<file path="src/rtl/i2cims_pkg.sv">
// Purpose: constants and carriers for the event mask/status block
// Assumes: apb with 32-bit data, byte addresses
// Notes: offsets of mask, clear and index registers are local choices
`default_nettype none
package i2cims_pkg;
    localparam logic [12:0] OFF_MASK = 13'h1028;
    localparam logic [12:0] OFF_RAW = 13'h1030;
    localparam logic [12:0] OFF_MASKED = 13'h1038;
    localparam logic [12:0] OFF_CLEAR = 13'h1048;
    localparam logic [12:0] OFF_INDEX = 13'h1020;
    localparam logic [31:0] RAW_RESET = 32'h00000000;
    localparam logic [31:0] MASK_RESET = 32'h00000000;
    localparam logic [31:0] IMPL_BITS = 32'hffffffbf;
    localparam int BIT_CTL_RX_COMPLETE = 0;
    localparam int BIT_CTL_TX_COMPLETE = 1;
    localparam int BIT_CTL_RX_THRESHOLD = 2;
    localparam int BIT_CTL_TX_THRESHOLD = 3;
    localparam int BIT_CTL_RX_FULL = 4;
    localparam int BIT_CTL_TX_DRAINED = 5;
    localparam int BIT_CTL_NO_ACK = 7;
    localparam int BIT_TGT_BYTE_RECEIVED = 16;
    localparam int BIT_TGT_RX_FULL = 20;
    localparam int BIT_TGT_TX_DRAINED = 21;
    localparam int BIT_TGT_START_SEEN = 22;
    localparam int BIT_TGT_STOP_SEEN = 23;
    localparam int BIT_OVERFLOW = 31;
    localparam int FIFO_CNT_W = 5;
    typedef struct packed {
        logic [FIFO_CNT_W-1:0] ctl_tx_level;
        logic [FIFO_CNT_W-1:0] ctl_rx_level;
        logic [FIFO_CNT_W-1:0] ctl_tx_thresh;
        logic [FIFO_CNT_W-1:0] ctl_rx_thresh;
        logic [FIFO_CNT_W-1:0] tgt_rx_level;
        logic [FIFO_CNT_W-1:0] rx_depth;
        logic ctl_tx_idle;
        logic tgt_tx_idle;
        logic ctl_tx_level_zero;
        logic tgt_tx_level_zero;
    } i2cims_fifo_type;
endpackage
`default_nettype wire

</file>
<file path="src/rtl/i2cims_top.sv">
// Purpose: interrupt mask, raw status, masked status and index logic
// Assumes: single-cycle event pulses from the sources, apb master
// Notes: no wait states, pready is always high; read data is captured in the setup
// cycle and stands through the access phase
//
// How it works
// mask bit 1 lets a source through, 0 blocks it
// transmit drained flag sets when fifo empty and transmitter idle
// receive full flag sets when receive fifo becomes full
// controller tx threshold flag sets when level at or below threshold
// controller rx threshold flag sets when level at or above threshold
// target byte received flag sets per received byte
// raw status shows flags regardless of mask
// writing 1 to clear register clears flag, masked or not
// overflow flag sets on start or stop repeating while still pending
// target general call, dma done and error flags sit at bits 30 to 24
// shared and controller flags sit at bits 15 to 7
// target events at 23 to 16, controller done at 1 and 0
// raw status at 1030h, resets to zero, bit 6 reads zero
// masked status is mask and raw
// index read returns lowest pending source and clears it
// only unmasked flags reach index and masked status
// flags set by one-cycle pulses, held until cleared
`default_nettype none
module i2cims_top
    import i2cims_pkg::*;
(
    input wire logic i_clk,
    input wire logic i_resetn,
    input wire logic i_psel,
    input wire logic i_penable,
    input wire logic i_pwrite,
    input wire logic [12:0] i_paddr,
    input wire logic [31:0] i_pwdata,
    output logic [31:0] o_prdata,
    output logic o_pready,
    output logic o_pslverr,
    input wire logic [31:0] i_event_pulse,
    input wire i2cims_fifo_type i_fifo,
    output logic o_irq
);
    logic [31:0] event_enable_mask;
    logic [31:0] raw_event_status;
    logic [31:0] next_raw;
    logic [31:0] masked_event_status;
    logic [31:0] level_events;
    logic [31:0] set_bits;
    logic [31:0] clr_bits;
    logic [31:0] idx_clr;
    logic [31:0] rdata;
    logic [7:0] index_value;
    logic ctl_tx_thr;
    logic ctl_rx_thr;
    logic ctl_rx_full;
    logic tgt_rx_full;
    logic ctl_drain;
    logic tgt_drain;
    logic ctl_tx_thr_d;
    logic ctl_rx_thr_d;
    logic ctl_rx_full_d;
    logic tgt_rx_full_d;
    logic ctl_drain_d;
    logic tgt_drain_d;
    wire access = i_psel && i_penable;
    wire wr = access && i_pwrite;
    wire rd = access && !i_pwrite;
    wire hit_mask = i_paddr == OFF_MASK;
    wire hit_raw = i_paddr == OFF_RAW;
    wire hit_masked = i_paddr == OFF_MASKED;
    wire hit_clear = i_paddr == OFF_CLEAR;
    wire hit_index = i_paddr == OFF_INDEX;
    wire hit_any = hit_mask || hit_raw || hit_masked || hit_clear || hit_index;
    wire setup_rd = i_psel && !i_penable && !i_pwrite;
    wire wr_mask = wr && hit_mask;
    wire wr_clear = wr && hit_clear;
    wire rd_index = rd && hit_index;
    logic [31:0] pulse_bits;
    logic [31:0] rd_mask_word, rd_raw_word, rd_masked_word, rd_index_word;

    // one named wire per event source; bit 6 is reserved and has no source
    wire src_ctl_rx_complete = i_event_pulse[BIT_CTL_RX_COMPLETE];
    wire src_ctl_tx_complete = i_event_pulse[BIT_CTL_TX_COMPLETE];
    wire src_ctl_rx_threshold = i_event_pulse[BIT_CTL_RX_THRESHOLD];
    wire src_ctl_tx_threshold = i_event_pulse[BIT_CTL_TX_THRESHOLD];
    wire src_ctl_rx_full = i_event_pulse[BIT_CTL_RX_FULL];
    wire src_ctl_tx_drained = i_event_pulse[BIT_CTL_TX_DRAINED];
    wire src_ctl_no_acknowledge = i_event_pulse[BIT_CTL_NO_ACK];
    wire src_ctl_start_seen = i_event_pulse[8];
    wire src_ctl_stop_seen = i_event_pulse[9];
    wire src_ctl_arb_lost = i_event_pulse[10];
    wire src_ctl_dma_tx_done = i_event_pulse[11];
    wire src_ctl_dma_rx_done = i_event_pulse[12];
    wire src_ctl_pec_error = i_event_pulse[13];
    wire src_timeout_first = i_event_pulse[14];
    wire src_timeout_second = i_event_pulse[15];
    wire src_tgt_byte_received = i_event_pulse[BIT_TGT_BYTE_RECEIVED];
    wire src_tgt_tx_complete = i_event_pulse[17];
    wire src_tgt_rx_threshold = i_event_pulse[18];
    wire src_tgt_tx_threshold = i_event_pulse[19];
    wire src_tgt_rx_full = i_event_pulse[BIT_TGT_RX_FULL];
    wire src_tgt_tx_drained = i_event_pulse[BIT_TGT_TX_DRAINED];
    wire src_tgt_start_seen = i_event_pulse[BIT_TGT_START_SEEN];
    wire src_tgt_stop_seen = i_event_pulse[BIT_TGT_STOP_SEEN];
    wire src_tgt_general_call = i_event_pulse[24];
    wire src_tgt_dma_tx_done = i_event_pulse[25];
    wire src_tgt_dma_rx_done = i_event_pulse[26];
    wire src_tgt_pec_error = i_event_pulse[27];
    wire src_tgt_tx_underflow = i_event_pulse[28];
    wire src_tgt_rx_overflow = i_event_pulse[29];
    wire src_tgt_arb_lost = i_event_pulse[30];
    wire src_event_overflow_flag = i_event_pulse[BIT_OVERFLOW];

    // lowest set bit wins; index is bit position plus one, zero when idle
    function automatic logic [7:0] pick_index(input logic [31:0] v);
        logic [7:0] r;
        // scanned from the top, so the lowest pending bit is written last and wins
        r = 8'h00;
        if (v[31]) r = 8'h20;
        if (v[30]) r = 8'h1f;
        if (v[29]) r = 8'h1e;
        if (v[28]) r = 8'h1d;
        if (v[27]) r = 8'h1c;
        if (v[26]) r = 8'h1b;
        if (v[25]) r = 8'h1a;
        if (v[24]) r = 8'h19;
        if (v[23]) r = 8'h18;
        if (v[22]) r = 8'h17;
        if (v[21]) r = 8'h16;
        if (v[20]) r = 8'h15;
        if (v[19]) r = 8'h14;
        if (v[18]) r = 8'h13;
        if (v[17]) r = 8'h12;
        if (v[16]) r = 8'h11;
        if (v[15]) r = 8'h10;
        if (v[14]) r = 8'h0f;
        if (v[13]) r = 8'h0e;
        if (v[12]) r = 8'h0d;
        if (v[11]) r = 8'h0c;
        if (v[10]) r = 8'h0b;
        if (v[9]) r = 8'h0a;
        if (v[8]) r = 8'h09;
        if (v[7]) r = 8'h08;
        if (v[5]) r = 8'h06;
        if (v[4]) r = 8'h05;
        if (v[3]) r = 8'h04;
        if (v[2]) r = 8'h03;
        if (v[1]) r = 8'h02;
        if (v[0]) r = 8'h01;
        return r;
    endfunction

    function automatic logic [31:0] one_hot(input logic [7:0] idx);
        logic [31:0] r;
        r = 32'h00000000;
        // codes that name no source clear nothing
        case (idx)
            8'h01: r = 32'h00000001;
            8'h02: r = 32'h00000002;
            8'h03: r = 32'h00000004;
            8'h04: r = 32'h00000008;
            8'h05: r = 32'h00000010;
            8'h06: r = 32'h00000020;
            8'h08: r = 32'h00000080;
            8'h09: r = 32'h00000100;
            8'h0a: r = 32'h00000200;
            8'h0b: r = 32'h00000400;
            8'h0c: r = 32'h00000800;
            8'h0d: r = 32'h00001000;
            8'h0e: r = 32'h00002000;
            8'h0f: r = 32'h00004000;
            8'h10: r = 32'h00008000;
            8'h11: r = 32'h00010000;
            8'h12: r = 32'h00020000;
            8'h13: r = 32'h00040000;
            8'h14: r = 32'h00080000;
            8'h15: r = 32'h00100000;
            8'h16: r = 32'h00200000;
            8'h17: r = 32'h00400000;
            8'h18: r = 32'h00800000;
            8'h19: r = 32'h01000000;
            8'h1a: r = 32'h02000000;
            8'h1b: r = 32'h04000000;
            8'h1c: r = 32'h08000000;
            8'h1d: r = 32'h10000000;
            8'h1e: r = 32'h20000000;
            8'h1f: r = 32'h40000000;
            8'h20: r = 32'h80000000;
            default: r = 32'h00000000;
        endcase
        return r;
    endfunction

    // level conditions are turned into single pulses on their rising edge
    // detectors reset low, so a level already true at release fires once
    assign ctl_tx_thr = i_fifo.ctl_tx_level <= i_fifo.ctl_tx_thresh;
    assign ctl_rx_thr = i_fifo.ctl_rx_level >= i_fifo.ctl_rx_thresh;
    assign ctl_rx_full = i_fifo.ctl_rx_level == i_fifo.rx_depth;
    assign tgt_rx_full = i_fifo.tgt_rx_level == i_fifo.rx_depth;
    assign ctl_drain = i_fifo.ctl_tx_level_zero && i_fifo.ctl_tx_idle;
    assign tgt_drain = i_fifo.tgt_tx_level_zero && i_fifo.tgt_tx_idle;

    always_comb begin
        level_events = 32'h00000000;
        level_events[BIT_CTL_TX_THRESHOLD] = ctl_tx_thr && !ctl_tx_thr_d;
        level_events[BIT_CTL_RX_THRESHOLD] = ctl_rx_thr && !ctl_rx_thr_d;
        level_events[BIT_CTL_RX_FULL] = ctl_rx_full && !ctl_rx_full_d;
        level_events[BIT_TGT_RX_FULL] = tgt_rx_full && !tgt_rx_full_d;
        level_events[BIT_CTL_TX_DRAINED] = ctl_drain && !ctl_drain_d;
        level_events[BIT_TGT_TX_DRAINED] = tgt_drain && !tgt_drain_d;
    end

    // overflow: start or stop pulse while its flag still stands
    wire ovf = (src_tgt_start_seen && raw_event_status[BIT_TGT_START_SEEN])
            || (src_tgt_stop_seen && raw_event_status[BIT_TGT_STOP_SEEN]);

    // bit layout is fixed by the position of each source pulse
    assign pulse_bits = {
        src_event_overflow_flag,
        src_tgt_arb_lost,
        src_tgt_rx_overflow,
        src_tgt_tx_underflow,
        src_tgt_pec_error,
        src_tgt_dma_rx_done,
        src_tgt_dma_tx_done,
        src_tgt_general_call,
        src_tgt_stop_seen,
        src_tgt_start_seen,
        src_tgt_tx_drained,
        src_tgt_rx_full,
        src_tgt_tx_threshold,
        src_tgt_rx_threshold,
        src_tgt_tx_complete,
        src_tgt_byte_received,
        src_timeout_second,
        src_timeout_first,
        src_ctl_pec_error,
        src_ctl_dma_rx_done,
        src_ctl_dma_tx_done,
        src_ctl_arb_lost,
        src_ctl_stop_seen,
        src_ctl_start_seen,
        src_ctl_no_acknowledge,
        1'b0,
        src_ctl_tx_drained,
        src_ctl_rx_full,
        src_ctl_tx_threshold,
        src_ctl_rx_threshold,
        src_ctl_tx_complete,
        src_ctl_rx_complete
    };
    assign set_bits = ((pulse_bits | level_events) & IMPL_BITS)
                    | (ovf ? (32'h00000001 << BIT_OVERFLOW) : 32'h00000000);
    // only unmasked flags reach the index and the interrupt line
    assign masked_event_status = raw_event_status & event_enable_mask;
    assign index_value = pick_index(masked_event_status);
    // the clear follows the code already latched for the bus, so a pulse that
    // lands during the access cannot make the word read and the bit cleared differ
    assign idx_clr = rd_index ? one_hot(o_prdata[7:0]) : 32'h00000000;
    assign clr_bits = (wr_clear ? i_pwdata : 32'h00000000) | idx_clr;
    // set beats clear in the same cycle so no event is lost
    assign next_raw = ((raw_event_status & ~clr_bits) | set_bits) & IMPL_BITS;
    assign o_irq = |masked_event_status;

    // unmapped addresses read as zero and raise pslverr
    assign rd_mask_word = hit_mask ? event_enable_mask : 32'h00000000;
    assign rd_raw_word = hit_raw ? raw_event_status : 32'h00000000;
    assign rd_masked_word = hit_masked ? masked_event_status : 32'h00000000;
    assign rd_index_word = hit_index ? {24'h000000, index_value} : 32'h00000000;
    assign rdata = rd_mask_word | rd_raw_word | rd_masked_word | rd_index_word;
    // every register answers at once, so no wait state is ever inserted
    assign o_pready = 1'b1;
    assign o_pslverr = access && !hit_any;

    always_ff @(posedge i_clk or negedge i_resetn) begin
        if (!i_resetn) begin
            raw_event_status <= RAW_RESET;
            event_enable_mask <= MASK_RESET;
            o_prdata <= 32'h00000000;
        end else begin
            raw_event_status <= next_raw;
            if (wr_mask) begin
                event_enable_mask <= i_pwdata & IMPL_BITS;
            end
            // loaded in the setup cycle so the word stands for the whole access phase
            if (setup_rd) begin
                o_prdata <= rdata;
            end
        end
    end

    always_ff @(posedge i_clk or negedge i_resetn) begin
        if (!i_resetn) begin
            ctl_tx_thr_d <= 1'b0;
            ctl_rx_thr_d <= 1'b0;
            ctl_rx_full_d <= 1'b0;
            tgt_rx_full_d <= 1'b0;
            ctl_drain_d <= 1'b0;
            tgt_drain_d <= 1'b0;
        end else begin
            ctl_tx_thr_d <= ctl_tx_thr;
            ctl_rx_thr_d <= ctl_rx_thr;
            ctl_rx_full_d <= ctl_rx_full;
            tgt_rx_full_d <= tgt_rx_full;
            ctl_drain_d <= ctl_drain;
            tgt_drain_d <= tgt_drain;
        end
    end
endmodule
`default_nettype wire

</file>
<file path="config.mk">
export PLATFORM = sky130hd
export DESIGN_NAME = i2cims_top
export DESIGN_NICKNAME = d
export VERILOG_FILES = /design/src/rtl/i2cims_pkg.sv /design/src/rtl/i2cims_top.sv
export SDC_FILE = /design/constraint.sdc
export NUM_CORES = 1
export LEC_CHECK = 0
export BUFFER_PORTS_ARGS = -buffer_cell sky130_fd_sc_hd__buf_2
export CAP_MARGIN = 20
export CORE_ASPECT_RATIO = 0.9
export CORE_MARGIN = 4
export CORE_UTILIZATION = 50
export CTS_CLUSTER_DIAMETER = 150
export DETAILED_ROUTE_END_ITERATION = 8
export HOLD_SLACK_MARGIN = 0.12
export PLACE_DENSITY = 0.82
export SKIP_CTS_REPAIR_TIMING = 1
export SYNTH_ARGS = -nofsm -noshare
export SYNTH_HDL_FRONTEND = slang
export SYNTH_SLANG_ARGS = --single-unit
</file>
<file path="constraint.sdc">
create_clock -name i_clk -period 2.4 [get_ports i_clk]
set_clock_uncertainty 0.05 [all_clocks]
set_input_delay 0.24 -clock i_clk [delete_from_list [all_inputs] [get_ports i_clk]]
set_output_delay 0.24 -clock i_clk [all_outputs]
set_load 0.02 [all_outputs]
</file>
==> results.txt, run 1 <==
The initial antenna violation count is 0. STA puts the critical path data arrival time at roughly 2.0 ns. The final cell count without fillers is approximately 930. The number of instances in the synthesized netlist is 567.

Cell internal power was estimated by the tool at 2860 uW. The number of buffers and inverters on the critical path is 1. The smallest hold slack came out at 0.0963 ns. The CTS H-tree depth is 3. The mapped netlist covers 5520 um^2. The cell family contributing the most delay on the critical path is simple AND/OR/NAND/NOR gates.

The multi-input combinational cell area is roughly 2900 um^2. STA classifies the critical path startpoint as a flip-flop. Yosys attributes the largest share of cell area to sky130_fd_sc_hd__dfrtp_1 45%, sky130_fd_sc_hd__nand2_1 6.5%, sky130_fd_sc_hd__mux2_2 5.9%.

For this block, the initial DRC count from the detailed router was 640. Counting along the longest clock path gives a buffer depth of 2. The power per cell area came out at between 400 and 500 nW/um^2.

The via count of the first global-routing pass is roughly 5.1k. The number of cells on the worst hold path came out at 2. In this run, flip-flops and latches consume between 40% and 50% of the power. The depth of the worst register-to-register path is 6. Detailed placement ended at an HPWL of ~12 mm. The met2 demand-to-capacity share in global routing came out at between 40% and 50%. The switching power summed over all nets came out at around 900 uW. The worst setup path is captured at an output pin. The maximum single-stage delay on the critical path is between 0.4 and 0.5 ns.

The number of setup violations in the final report is 0. Max-cap violations in this run came to 0. The later pin in the worst-skew pair is clocked with a latency of 0.35 ns.

The TritonCTS clock tree is done. The synthesized net count is roughly 700. The detailed-routing iteration count for the pre-antenna-repair pass came out at 5. The sequential area share after synthesis is between 40 and 50%. The remaining design rule violation count is 0. The mean area per synthesized cell came out at 9.73 um^2. The worst path required time is between 2 and 2.5 ns. CTS placed an instance of sky130_fd_sc_hd__clkbuf_16 at the clock tree root. The relative contribution of combinational cells to total power is between 10% and 20%. The worst setup path is of the flip-flop to output pin kind.

The global-route track usage on met1 is about a third. The total instance count after detailed placement came out at approximately 850. The share of the synthesized area in the top cell type is between 40% and 50%. The startpoint identified for the worst register-to-register timing path is o_prdata[7]. The met3 global-route usage came out at around 5.9%. The share of the clock period used by the worst path came out at between 90% and 100%. The number of sinks handled by clock tree synthesis came out at 99. The headroom to the max-slew limit came out at between 60% and 70%. Per report_power, the clock group accounts for 42.6% of the total.

The number of pins exceeding their max-slew limit in the final report came out at 0. The most critical setup path has its startpoint at raw_event_status[22]. The net switching share of the total power is 23.9%. The path length in cells of the critical path came out at 5.

The floorplan die width is ~120 um. In this run the count of I/O pins placed on the die edge is around 150. The chip height came out at 108 um. The routed via count came out at around 5.5k. The minimum clock period after layout came out at approximately 2.3 ns.

During placement, the flow inserted port buffers numbering about 150. Of all flip-flops after synthesis, the portion carrying an async set or reset was between 90% and 100%. The layout net count came out at approximately 920. The leakage power is about 0.0035 uW. The count of different cell masters after synthesis is 64. Walking the worst path, the cells encountered are a22oi_1 > nand2_1 > or3_4 > nand4b_1 > buf_2.

The predominant post-synthesis flop cell is sky130_fd_sc_hd__dfrtp_1. The maximum number of pins on one net before global-route repair came out at between 60 and 70. The die outline area is between 10,000 and 15,000 um^2. For the pin with the worst max-slew slack, the measured transition is 0.515 ns. The largest total area in the synthesized netlist belongs to sky130_fd_sc_hd__dfrtp_1. The flow ran to the end, and the final reports show no timing, DRC or antenna violations. The most heavily used metal layer in global routing is met2. The achievable frequency came out at about 430 MHz. The ratio of routed vias to standard cells is just under 6. For this design, the slowest cell found on the critical path is sky130_fd_sc_hd__dfrtp_1. The path class of the tightest hold or removal check is input pin to flip-flop.

After clock tree synthesis, the clock-pin slew on the worst setup and hold paths is 0.06 ns. The initial core utilization is between 50% and 60%. The detailed-route wire length came out at approximately 17 mm.

The routed wire length per instance came out at 18.5 um. The maximum vdd ir drop is 0.355 mV. The layout-stage area growth over the synthesis result came out at 37.1%. The total global routing overflow came out at 0. The area of the placeable core came out at approximately 11,000 um^2. Summing all flip-flop and latch instances after layout gives 2480 um^2.

The weighted congestion at the end of routability-driven global placement is ~0.92. The layout cell share with drive strength beyond 1 is a little under a third. The warning count from the yosys run came out at 0. The startpoint of the lowest-slack hold path is i_fifo[0]. In this run the remaining antenna-violating nets after routing total 0. The overall routing resource usage came out at roughly a quarter.

In this run, synthesis produced a sequential element count of 99. Counting the fill cells in the layout gives between 700 and 800. The standard-cell row count came out at 36. The clock buffer count from CTS is 9.

The count of final hold-check violations is 0. The number of synthesized flops with an enable pin is 0. The wire length of the first global-routing pass is ~26 mm. Along the worst path, the maximum fanout reaches 6.
-- cell families (layout without fill, tap and decap cells) --
group                      count (synthesis)  after routing  share of synthesized area [%]
buffers and inverters                     42            273                           3.36
muxes                                     32             32                           6.51
AOI/OAI and AO/OA                        148            148                           19.5
DFF                                       99             99                           44.9
and+or+nand+nor                          224            224                           21.8
other                                      2              3                          0.136
adders and majority gates                 10             10                           2.27
xor gates and xnor gates                  10             10                           1.59
-- layout make-up --
cell class | instances | share of cell area [%]
clock inverters | 5 | 1.14
multi-input cells | 426 | 38.3
flip-flops and latches | 99 | 32.7
diodes | 1 | 0.0331
inverters | 17 | 0.843
repair buffers | 240 | 21.5
well taps | 133 | 2.20
clock buffers | 11 | 3.21
-- power by group through the flow --
stage          Sequential [uW]  Combinational [uW]  Clock [uW]
4_1_cts                   1700                 373        1610
3_5_place_dp              1730                 371           0
6_report                  1700                 457        1600
2_1_floorplan             1740                 145           0
5_1_grt                   1700                 501        1680
3_3_place_gp              1730                 355           0
-- cell usage after synthesis, types with 2 or more instances --
master and number:
sky130_fd_sc_hd__a211o_1 3, sky130_fd_sc_hd__a211oi_1 2, sky130_fd_sc_hd__a21oi_1 14, sky130_fd_sc_hd__a222oi_1 3, sky130_fd_sc_hd__a22o_1 5, sky130_fd_sc_hd__a22oi_1 10
sky130_fd_sc_hd__a311o_1 2, sky130_fd_sc_hd__a31o_2 13, sky130_fd_sc_hd__a31oi_1 5, sky130_fd_sc_hd__a32oi_1 30, sky130_fd_sc_hd__and2_1 2, sky130_fd_sc_hd__buf_1 3
sky130_fd_sc_hd__buf_4 4, sky130_fd_sc_hd__clkbuf_1 15, sky130_fd_sc_hd__conb_1 2, sky130_fd_sc_hd__dfrtp_1 99, sky130_fd_sc_hd__ha_1 10, sky130_fd_sc_hd__inv_1 17
sky130_fd_sc_hd__mux2_1 2, sky130_fd_sc_hd__mux2_2 29, sky130_fd_sc_hd__nand2_1 96, sky130_fd_sc_hd__nand2b_1 51, sky130_fd_sc_hd__nand3_1 18, sky130_fd_sc_hd__nand4_1 6
sky130_fd_sc_hd__nand4b_1 8, sky130_fd_sc_hd__nor2_1 9, sky130_fd_sc_hd__nor2b_1 6, sky130_fd_sc_hd__nor3_1 7, sky130_fd_sc_hd__nor4_4 2, sky130_fd_sc_hd__o211ai_1 17
sky130_fd_sc_hd__o21ai_0 33, sky130_fd_sc_hd__or3_1 3, sky130_fd_sc_hd__or4_4 2, sky130_fd_sc_hd__xnor2_1 6, sky130_fd_sc_hd__xor2_1 4
-- metal layers --
metal | vias to the layer above | routed length, um
li1 | 2553 | -
met1 | 2630 | 7010
met2 | 262 | 8670
met3 | 31 | 1300
met4 | 0 | 299
met5 | - | 0
-- path summary, 6_finish.rpt --
| kind | to | slack, ns |
|---|---|---|
| max in group asynchronous | raw_event_status[14] | 1.25 |
| setup / recovery | o_irq | 0.09 |
| hold reg to reg | o_prdata[23] | 0.43 |
| min in group asynchronous | o_prdata[29] | 0.35 |
| hold / removal | tgt_drain_d | 0.1 |
| setup reg to reg | raw_event_status[14] | 0.43 |
-- per-stage QoR --
stage          area [um^2]  power, uW  util [%]  setup WS (ns)    TNS, ns
2_1_floorplan         5520       1880         -         0.0343          0
3_3_place_gp          6590       2090      60.9         -0.199      -6.45
3_5_place_dp          6590       2100      60.9         -0.289      -8.58
4_1_cts               6920       3680      64.0        -0.0119    -0.0119
5_1_grt               7560       3880      70.0      -0.000812  -0.000812
6_report              7570       3750      70.0         0.0905          0
-- registers in the layout, indices dropped and copies added (netlist names) --
| register | cells |
|---|---|
| ctl_drain_d | 1 |
| ctl_rx_full_d | 1 |
| ctl_rx_thr_d | 1 |
| ctl_tx_thr_d | 1 |
| event_enable_mask | 31 |
| o_prdata | 31 |
| raw_event_status | 31 |
| tgt_drain_d | 1 |
| tgt_rx_full_d | 1 |
-- placed cells by master, fill, tap and decap left out, types with 3 or more instances in the layout --
| cell | synthesis | layout |
|---|---|---|
| sky130_fd_sc_hd__a21oi_1 | 14 | 14 |
| sky130_fd_sc_hd__buf_4 | 4 | 31 |
| sky130_fd_sc_hd__dfrtp_1 | 99 | 99 |
| sky130_fd_sc_hd__inv_1 | 17 | 17 |
| sky130_fd_sc_hd__nand4_1 | 6 | 6 |
| sky130_fd_sc_hd__ha_1 | 10 | 10 |
| sky130_fd_sc_hd__nor2_1 | 9 | 8 |
| sky130_fd_sc_hd__a32oi_1 | 30 | 30 |
| sky130_fd_sc_hd__a22oi_1 | 10 | 9 |
| sky130_fd_sc_hd__buf_2 | 1 | 145 |
| sky130_fd_sc_hd__a222oi_1 | 3 | 3 |
| sky130_fd_sc_hd__nand2b_1 | 51 | 51 |
| sky130_fd_sc_hd__nand2_1 | 96 | 96 |
| sky130_fd_sc_hd__clkbuf_16 | 0 | 9 |
| sky130_fd_sc_hd__clkinv_4 | 0 | 3 |
| sky130_fd_sc_hd__a22o_1 | 5 | 5 |
| sky130_fd_sc_hd__o21ai_0 | 33 | 33 |
| sky130_fd_sc_hd__a31oi_1 | 5 | 5 |
| sky130_fd_sc_hd__mux2_2 | 29 | 29 |
| sky130_fd_sc_hd__nand3_1 | 18 | 17 |
| sky130_fd_sc_hd__a211o_1 | 3 | 3 |
| sky130_fd_sc_hd__nand4b_1 | 8 | 8 |
| sky130_fd_sc_hd__o211ai_1 | 17 | 17 |
| sky130_fd_sc_hd__xor2_1 | 4 | 4 |
| sky130_fd_sc_hd__nor3_1 | 7 | 5 |
| sky130_fd_sc_hd__dlygate4sd3_1 | 0 | 61 |
| sky130_fd_sc_hd__a31o_2 | 13 | 13 |
| sky130_fd_sc_hd__xnor2_1 | 6 | 6 |
| sky130_fd_sc_hd__nor4_4 | 2 | 3 |
| sky130_fd_sc_hd__buf_12 | 0 | 3 |
| sky130_fd_sc_hd__nor2b_1 | 6 | 6 |
Note: power is estimated with default switching activity, not from simulation.
==> inputs of run 2 (changes only) <==
SETUP_SLACK_MARGIN = 0.15   (was default)
==> run 2 against run 1 <==
Clock power is 12% lower. Largest cell class unchanged. Power is 4.8% lower. Final area is 0.36% higher.
==> results.txt, run 2 (synthesized netlist as in run 1, its figures left out) <==
The biggest fanout along the worst timing path came out at 4 (-2). The total buffers and inverters traversed by the critical path is 1 (unchanged). The wire length of the first global-routing pass came out at 25.8 mm (+0.40%). The maximum number of pins on one net before global-route repair came out at 56 (-9.7%). The top cell types in the final layout, fill and taps aside, are 144 x sky130_fd_sc_hd__buf_2, 98 x sky130_fd_sc_hd__dfrtp_1, 95 x sky130_fd_sc_hd__nand2_1. The number of buffers added on ports is 146 (unchanged). The most frequent standard cell in the layout excluding fill and tap cells is sky130_fd_sc_hd__buf_2. The start-to-end type of the worst setup path is flip-flop to output pin. The CTS H-tree depth came out at 3 (unchanged). Relative to the synthesized area, the layout overhead comes to 37.6%.

The remaining design rule violation count is 0 (unchanged). The number of buffers between clock root and the deepest sink came out at 2 (unchanged). The internal power component is 2660 uW (-6.9%). The final setup TNS is 0 ns (unchanged). The largest registers in the layout are event_enable_mask: 31 flops, o_prdata: 31 flops, raw_event_status: 31 flops.

The routed wire length per instance is 19.0 um (+2.3%). The worst path required time is 2.11 ns (about the same). The weighted congestion at the end of routability-driven global placement is 0.880 (-4.0%). The power per cell area came out at 471 nW/um^2 (-5.2%).

The final HPWL from detailed placement is 12.2 mm (+0.30%). The residual antenna-violating net count after detailed routing is 0 (unchanged). The clock slew at the register clock pins of the worst setup and hold paths came out at 0.07 ns (about the same). The maximum single-stage delay on the critical path is 0.44 ns (about the same).

The number of pins exceeding their max-slew limit in the final report is 0 (unchanged). The type of element capturing the critical path is an output pin. The signal on the critical path passes through a22o_1 > nor2_2 > nand3_2 > or3_4 > nand4b_1 > buf_4. The maximum vdd ir drop is 0.300 mV (-16%). The minimum clock period after layout came out at 2.38 ns (+0.0748 ns).

The signal arrival time at the worst endpoint is 2.09 ns (+0.07 ns). The clock network fraction of design power came out at 39.4% (-3.2 points). The layout net count is 922 (+0.33%). The achievable frequency came out at 419 MHz (-3.1%).

The number of diodes is 0 (-1). The initial core utilization is 51.0% (unchanged). The headroom to the max-slew limit came out at 59.9% (-5.8 points).

The layout cell share with drive strength beyond 1 came out at 32.0% (+0.38 points). The number of sinks handled by clock tree synthesis came out at 99 (unchanged). The die outline area came out at 12,800 um^2 (unchanged). The ratio of routed vias to standard cells is 5.95 (+1.3%). The leakage power came out at 0.00349 uW (about the same).

The total I/O pin count came out at 151 (unchanged). The chip height is 108 um (unchanged). The routed via count is 5,560 (+1.5%). The transition at the pin with the smallest max-transition slack came out at 0.602 ns (+0.0867 ns). The switching power summed over all nets is 912 uW (+1.7%).

The floorplan die width came out at 119 um (unchanged). The sequential share of power is 47.6% (+2.4 points). The share of the core filled with cells is 70.2% (+0.25 points).

The share of the clock period used by the worst path is 99.3% (+3.1 points). The via count of the first global-routing pass is 5,200 (+1.1%). The standard-cell row count came out at 36 (unchanged).

The flow ran to the end, and the final reports show no timing, DRC or antenna violations. The clock network latency to the later pin of the worst-skew pair came out at 0.35 ns (about the same). The area of the placeable core is 10,800 um^2 (unchanged). The number of setup violations in the final report was 0 (unchanged).

The number of max-cap violations was 0 (unchanged). Setup repair after global routing could not meet its margin everywhere. The kind of cell adding the most delay to the critical path is simple AND/OR/NAND/NOR gates. The iteration-0 DRC count of the detailed router came out at 703 (+9.8%). The detailed-routing iteration count for the pre-antenna-repair pass is 5 (unchanged). The path class of the lowest-slack min-delay path is input pin to flip-flop. TritonCTS built the clock tree. The detailed-route wire length was 17.7 mm (+2.5%). The clock buffer count from CTS is 9 (unchanged). The count of final hold-check violations is 0 (unchanged). The slowest stage of the critical path belongs to the cell sky130_fd_sc_hd__dfrtp_1.

The net switching share of the total power is 25.5% (+1.6 points). The tree is rooted in a sky130_fd_sc_hd__clkbuf_16. The overall routing resource usage is 25.4% (+0.23 points). The number of filler instances in the final layout is 797 (+0.89%). The total global routing overflow came out at 0 (unchanged). The relative contribution of combinational cells to total power came out at 13.0% (+0.8 points). The initial antenna violation count is 0 (unchanged). The critical path startpoint category is a flip-flop.
-- run 2: through the flow --
step	instances	total power (uW)	instance area (um^2)	setup slack, ns	hold slack (ns)
floorplan	567	1880	5520	0.140	-0.106
global placement	850	2090	6600	-0.144	0.226
detailed placement	850	2110	6600	-0.179	0.233
CTS	866	3500	6880	-0.0404	-0.139
global route	934	3710	7590	-0.0337	0.122
finish	934	3570	7590	0.0157	0.115
-- run 2: power groups by stage --
stage | Clock [uW] | Combinational [uW] | Sequential (uW)
final | 1410 | 465 | 1700
after global routing | 1500 | 507 | 1700
after global placement | 0 | 360 | 1730
after CTS | 1420 | 378 | 1700
after floorplan | 0 | 145 | 1740
after detailed placement | 0 | 375 | 1730
-- run 2: final timing paths --
| check | startpoint | endpoint | slack, ns | cells past startpoint |
|---|---|---|---|---|
| hold / removal | i_pwdata[12] | event_enable_mask[12] | 0.11 | 2 |
| hold reg to reg | o_prdata[23] | o_prdata[23] | 0.43 | 2 |
| setup / recovery | raw_event_status[25] | o_irq | 0.02 | 6 |
| setup reg to reg | o_prdata[7] | raw_event_status[11] | 0.36 | 6 |
| max in group asynchronous | i_resetn | raw_event_status[23] | 1.22 | 3 |
| min in group asynchronous | i_resetn | o_prdata[29] | 0.39 | 2 |
-- run 2: layout make-up --
class | instances | area [um^2] | area share, %
clock inverter | 5 | 43.8 | 0.577
clock buffer | 11 | 243 | 3.20
inverter | 17 | 63.8 | 0.840
sequential | 99 | 2480 | 32.6
tap | 133 | 166 | 2.19
timing repair buffer | 243 | 1680 | 22.2
multi-input combinational | 426 | 2910 | 38.4
-- run 2: metal layers --
metal,part of all wire [%],global-route usage [%],vias to the layer above
li1,-,-,2550
met5,0,0,-
met4,3.0,9.02,0
met2,50,42.9,328
met3,8.3,5.36,49
met1,39,32.6,2633
==> inputs of run 3 (changes only) <==
PLACE_DENSITY = 0.8   (was 0.82)
==> run 3 against run 2 <==
Routed wire length is 2.3% lower. Sequential power is essentially flat. Die area unchanged. Sequential cell count is the same. Count of clock-buffer cells in the layout up 1. Register-to-register slack improved by 0.09 ns. Critical path depth unchanged. Sequential share of layout area decreased by 0.43 points. Via count increased by 1.0%. Hold slack gained 0.0045 ns.
==> results.txt, run 3 (synthesized netlist as in run 1, its figures left out) <==
The placed instance area is 6610 um^2 (+0.15%). The net switching share of the total power is 24.3% (-1.2 points). The layout-stage area growth over the synthesis result is 39.4%.

The number of diodes came to 0 (unchanged). The path class of the lowest-slack min-delay path is input pin to flip-flop. The final total power came out at 3630 uW (+1.7%). The worst setup path is captured at an output pin. The leakage power is 0.00352 uW (+1.1%). The finished layout cell area came out at 7690 um^2 (+1.3%).

The minimum clock period after layout is 2.36 ns (-0.0205 ns). The worst path required time is 2.11 ns (about the same). The global-route track usage on met1 is 30.5% (-2.2 points). The headroom to the max-slew limit came out at 56.3% (-3.6 points).

TritonCTS built the clock tree. The relative contribution of combinational cells to total power came out at 12.8% (-0.2 points). The transition at the pin with the smallest max-transition slack came to 0.656 ns (+0.0538 ns). The run finished with clean final reports. The share of the core filled with cells came out at 71.1% (+0.89 points). The power per cell area is 472 nW/um^2 (+0.41%). The ratio of routed vias to standard cells is 5.98 (+0.49%). The die outline area is 12,800 um^2 (unchanged).

The iteration-0 DRC count of the detailed router is 654 (-7.0%). The initial antenna violation count was 0 (unchanged). The signal arrival time at the worst endpoint is 2.07 ns (-0.02 ns). The floorplan die width came out at 119 um (unchanged). The standard-cell row count is 36 (unchanged). The sequential share of power came out at 46.8% (-0.8 points). The critical path starts at raw_event_status[26]. The met2 demand-to-capacity share in global routing is 45.1% (+2.2 points). The biggest fanout along the worst timing path was 3 (-1). The tree is rooted in a sky130_fd_sc_hd__clkbuf_16. The number of cells on the worst hold path was 2 (unchanged).

The achievable frequency is 423 MHz (+0.87%). The layout net count is 927 (+0.54%). The area of the placeable core is 10,800 um^2 (unchanged). The total global routing overflow came out at 0 (unchanged). The signal on the critical path passes through a22o_1 > nor2_2 > nand3_2 > or3_4 > nand4b_1 > buf_4. The routed via count was 5,617 (+1.0%).

The number of max-cap violations is 0 (unchanged). The library cell used most frequently in the layout, excluding fill and tap cells, is sky130_fd_sc_hd__buf_2. The number of pins exceeding their max-slew limit in the final report came out at 0 (unchanged). The start-to-end type of the worst setup path is flip-flop to output pin.

The wire length of the first global-routing pass came out at 26.0 mm (+0.75%). The CTS H-tree depth was 3 (unchanged). The clock buffer count from CTS came out at 9 (unchanged).

The depth of the worst register-to-register path came out at 6 (unchanged). The via count of the first global-routing pass came out at 5,373 (+3.3%). The worst register-to-register path ends at raw_event_status[7]. After global routing, the most crowded layer is met2.

The maximum vdd ir drop was 0.360 mV (+20%). In the layout the commonest cells are 143 x sky130_fd_sc_hd__buf_2, 99 x sky130_fd_sc_hd__dfrtp_1, 95 x sky130_fd_sc_hd__nand2_1. The total I/O pin count is 151 (unchanged). The number of buffers between clock root and the deepest sink came out at 2 (unchanged). The number of sinks handled by clock tree synthesis is 99 (unchanged). The number of buffers added on ports came to 146 (unchanged).

The maximum number of pins on one net before global-route repair came to 48 (-14%). The number of setup violations in the final report came to 0 (unchanged). The clock slew at the register clock pins of the worst setup and hold paths came out at 0.07 ns (about the same). The worst register-to-register path begins at o_prdata[7].

The chip height came out at 108 um (unchanged). The initial core utilization is 51.0% (unchanged). The met3 global-route usage came to 7.72% (+2.4 points). Setup repair after global routing could not meet its margin everywhere.

The count of final hold-check violations came to 0 (unchanged). The detailed-routing iteration count for the pre-antenna-repair pass is 6 (+1). The internal power component was 2750 uW (+3.4%). The final setup TNS is 0 ns (unchanged).

The remaining design rule violation count came to 0 (unchanged). The clock network fraction of design power came to 40.4% (+1.0 points). The final HPWL from detailed placement was 12.2 mm (-0.30%).

The share of the clock period used by the worst path is 98.5% (-0.85 points). The maximum single-stage delay on the critical path is 0.42 ns (-0.02 ns). The weighted congestion at the end of routability-driven global placement is 0.893 (+1.4%).

The routed wire length per instance came out at 18.4 um (-2.8%). The largest individual stage delay along the critical path comes from the cell sky130_fd_sc_hd__dfrtp_1. The switching power summed over all nets is 882 uW (-3.3%).

The startpoint identified for the worst hold timing path is i_pwdata[20]. The largest registers in the layout are event_enable_mask: 31 flops, o_prdata: 31 flops, raw_event_status: 31 flops. The detailed-route wire length came out at 17.3 mm (-2.3%).

The residual antenna-violating net count after detailed routing came out at 0 (unchanged). The layout cell share with drive strength beyond 1 came out at 32.4% (+0.42 points). The overall routing resource usage is 25.6% (+0.12 points).

The worst setup path is launched from a flip-flop. The clock network latency to the later pin of the worst-skew pair came out at 0.35 ns (about the same). The worst min-delay path endpoint is event_enable_mask[20]. The slack of the worst reg-to-reg path came out at 0.45 ns (+0.09 ns).
run 3: final cells by class:
type / instances / area (um^2)
clock buffer: 12 / 246
clock inverter: 4 / 50.0
inverter: 17 / 63.8
multi-input combinational: 426 / 2930
sequential: 99 / 2480
tap: 133 / 166
fill: 803 / 3120
timing repair buffer: 248 / 1760
run 3: metrics by stage:
| step | setup WS [ns] | std cells | hold WS (ns) |
|---|---|---|---|
| after floorplan | 0.140 | 567 | -0.106 |
| after global placement | -0.131 | 848 | 0.124 |
| after detailed placement | -0.167 | 848 | 0.134 |
| after CTS | -0.0807 | 864 | -0.238 |
| after global routing | 0.00962 | 939 | 0.121 |
| final | 0.0362 | 939 | 0.119 |
run 3: power by group through the flow:
stage                     Sequential (uW)  Clock (uW)  Combinational (uW)
after floorplan                      1740           0                 145
after global placement               1730           0                 359
after detailed placement             1730           0                 376
after CTS                            1700        1470                 379
after global routing                 1700        1550                 510
final                                1700        1470                 467
run 3: how the worst max path moves through the flow:
stage / to / cells after the start
after floorplan: raw_event_status[3] / 6
after global placement: raw_event_status[7] / 8
after detailed placement: raw_event_status[7] / 8
after CTS: o_irq / 5
after global routing: o_irq / 6
final: o_irq / 6
run 3: critical path: cells and delay by family (launching register included):
| kind | cells | cell delay [ns] |
|---|---|---|
| AOI/OAI and AO/OA | 1 | 0.29 |
| buffers and inverters | 1 | 0.18 |
| DFF | 1 | 0.42 |
| and+or+nand+nor | 4 | 0.83 |
run 3: layer usage:
layer	vias up	routed length (um)
met2	283	8860
met3	39	1400
met5	-	0
li1	2572	-
met4	0	263
met1	2723	6790
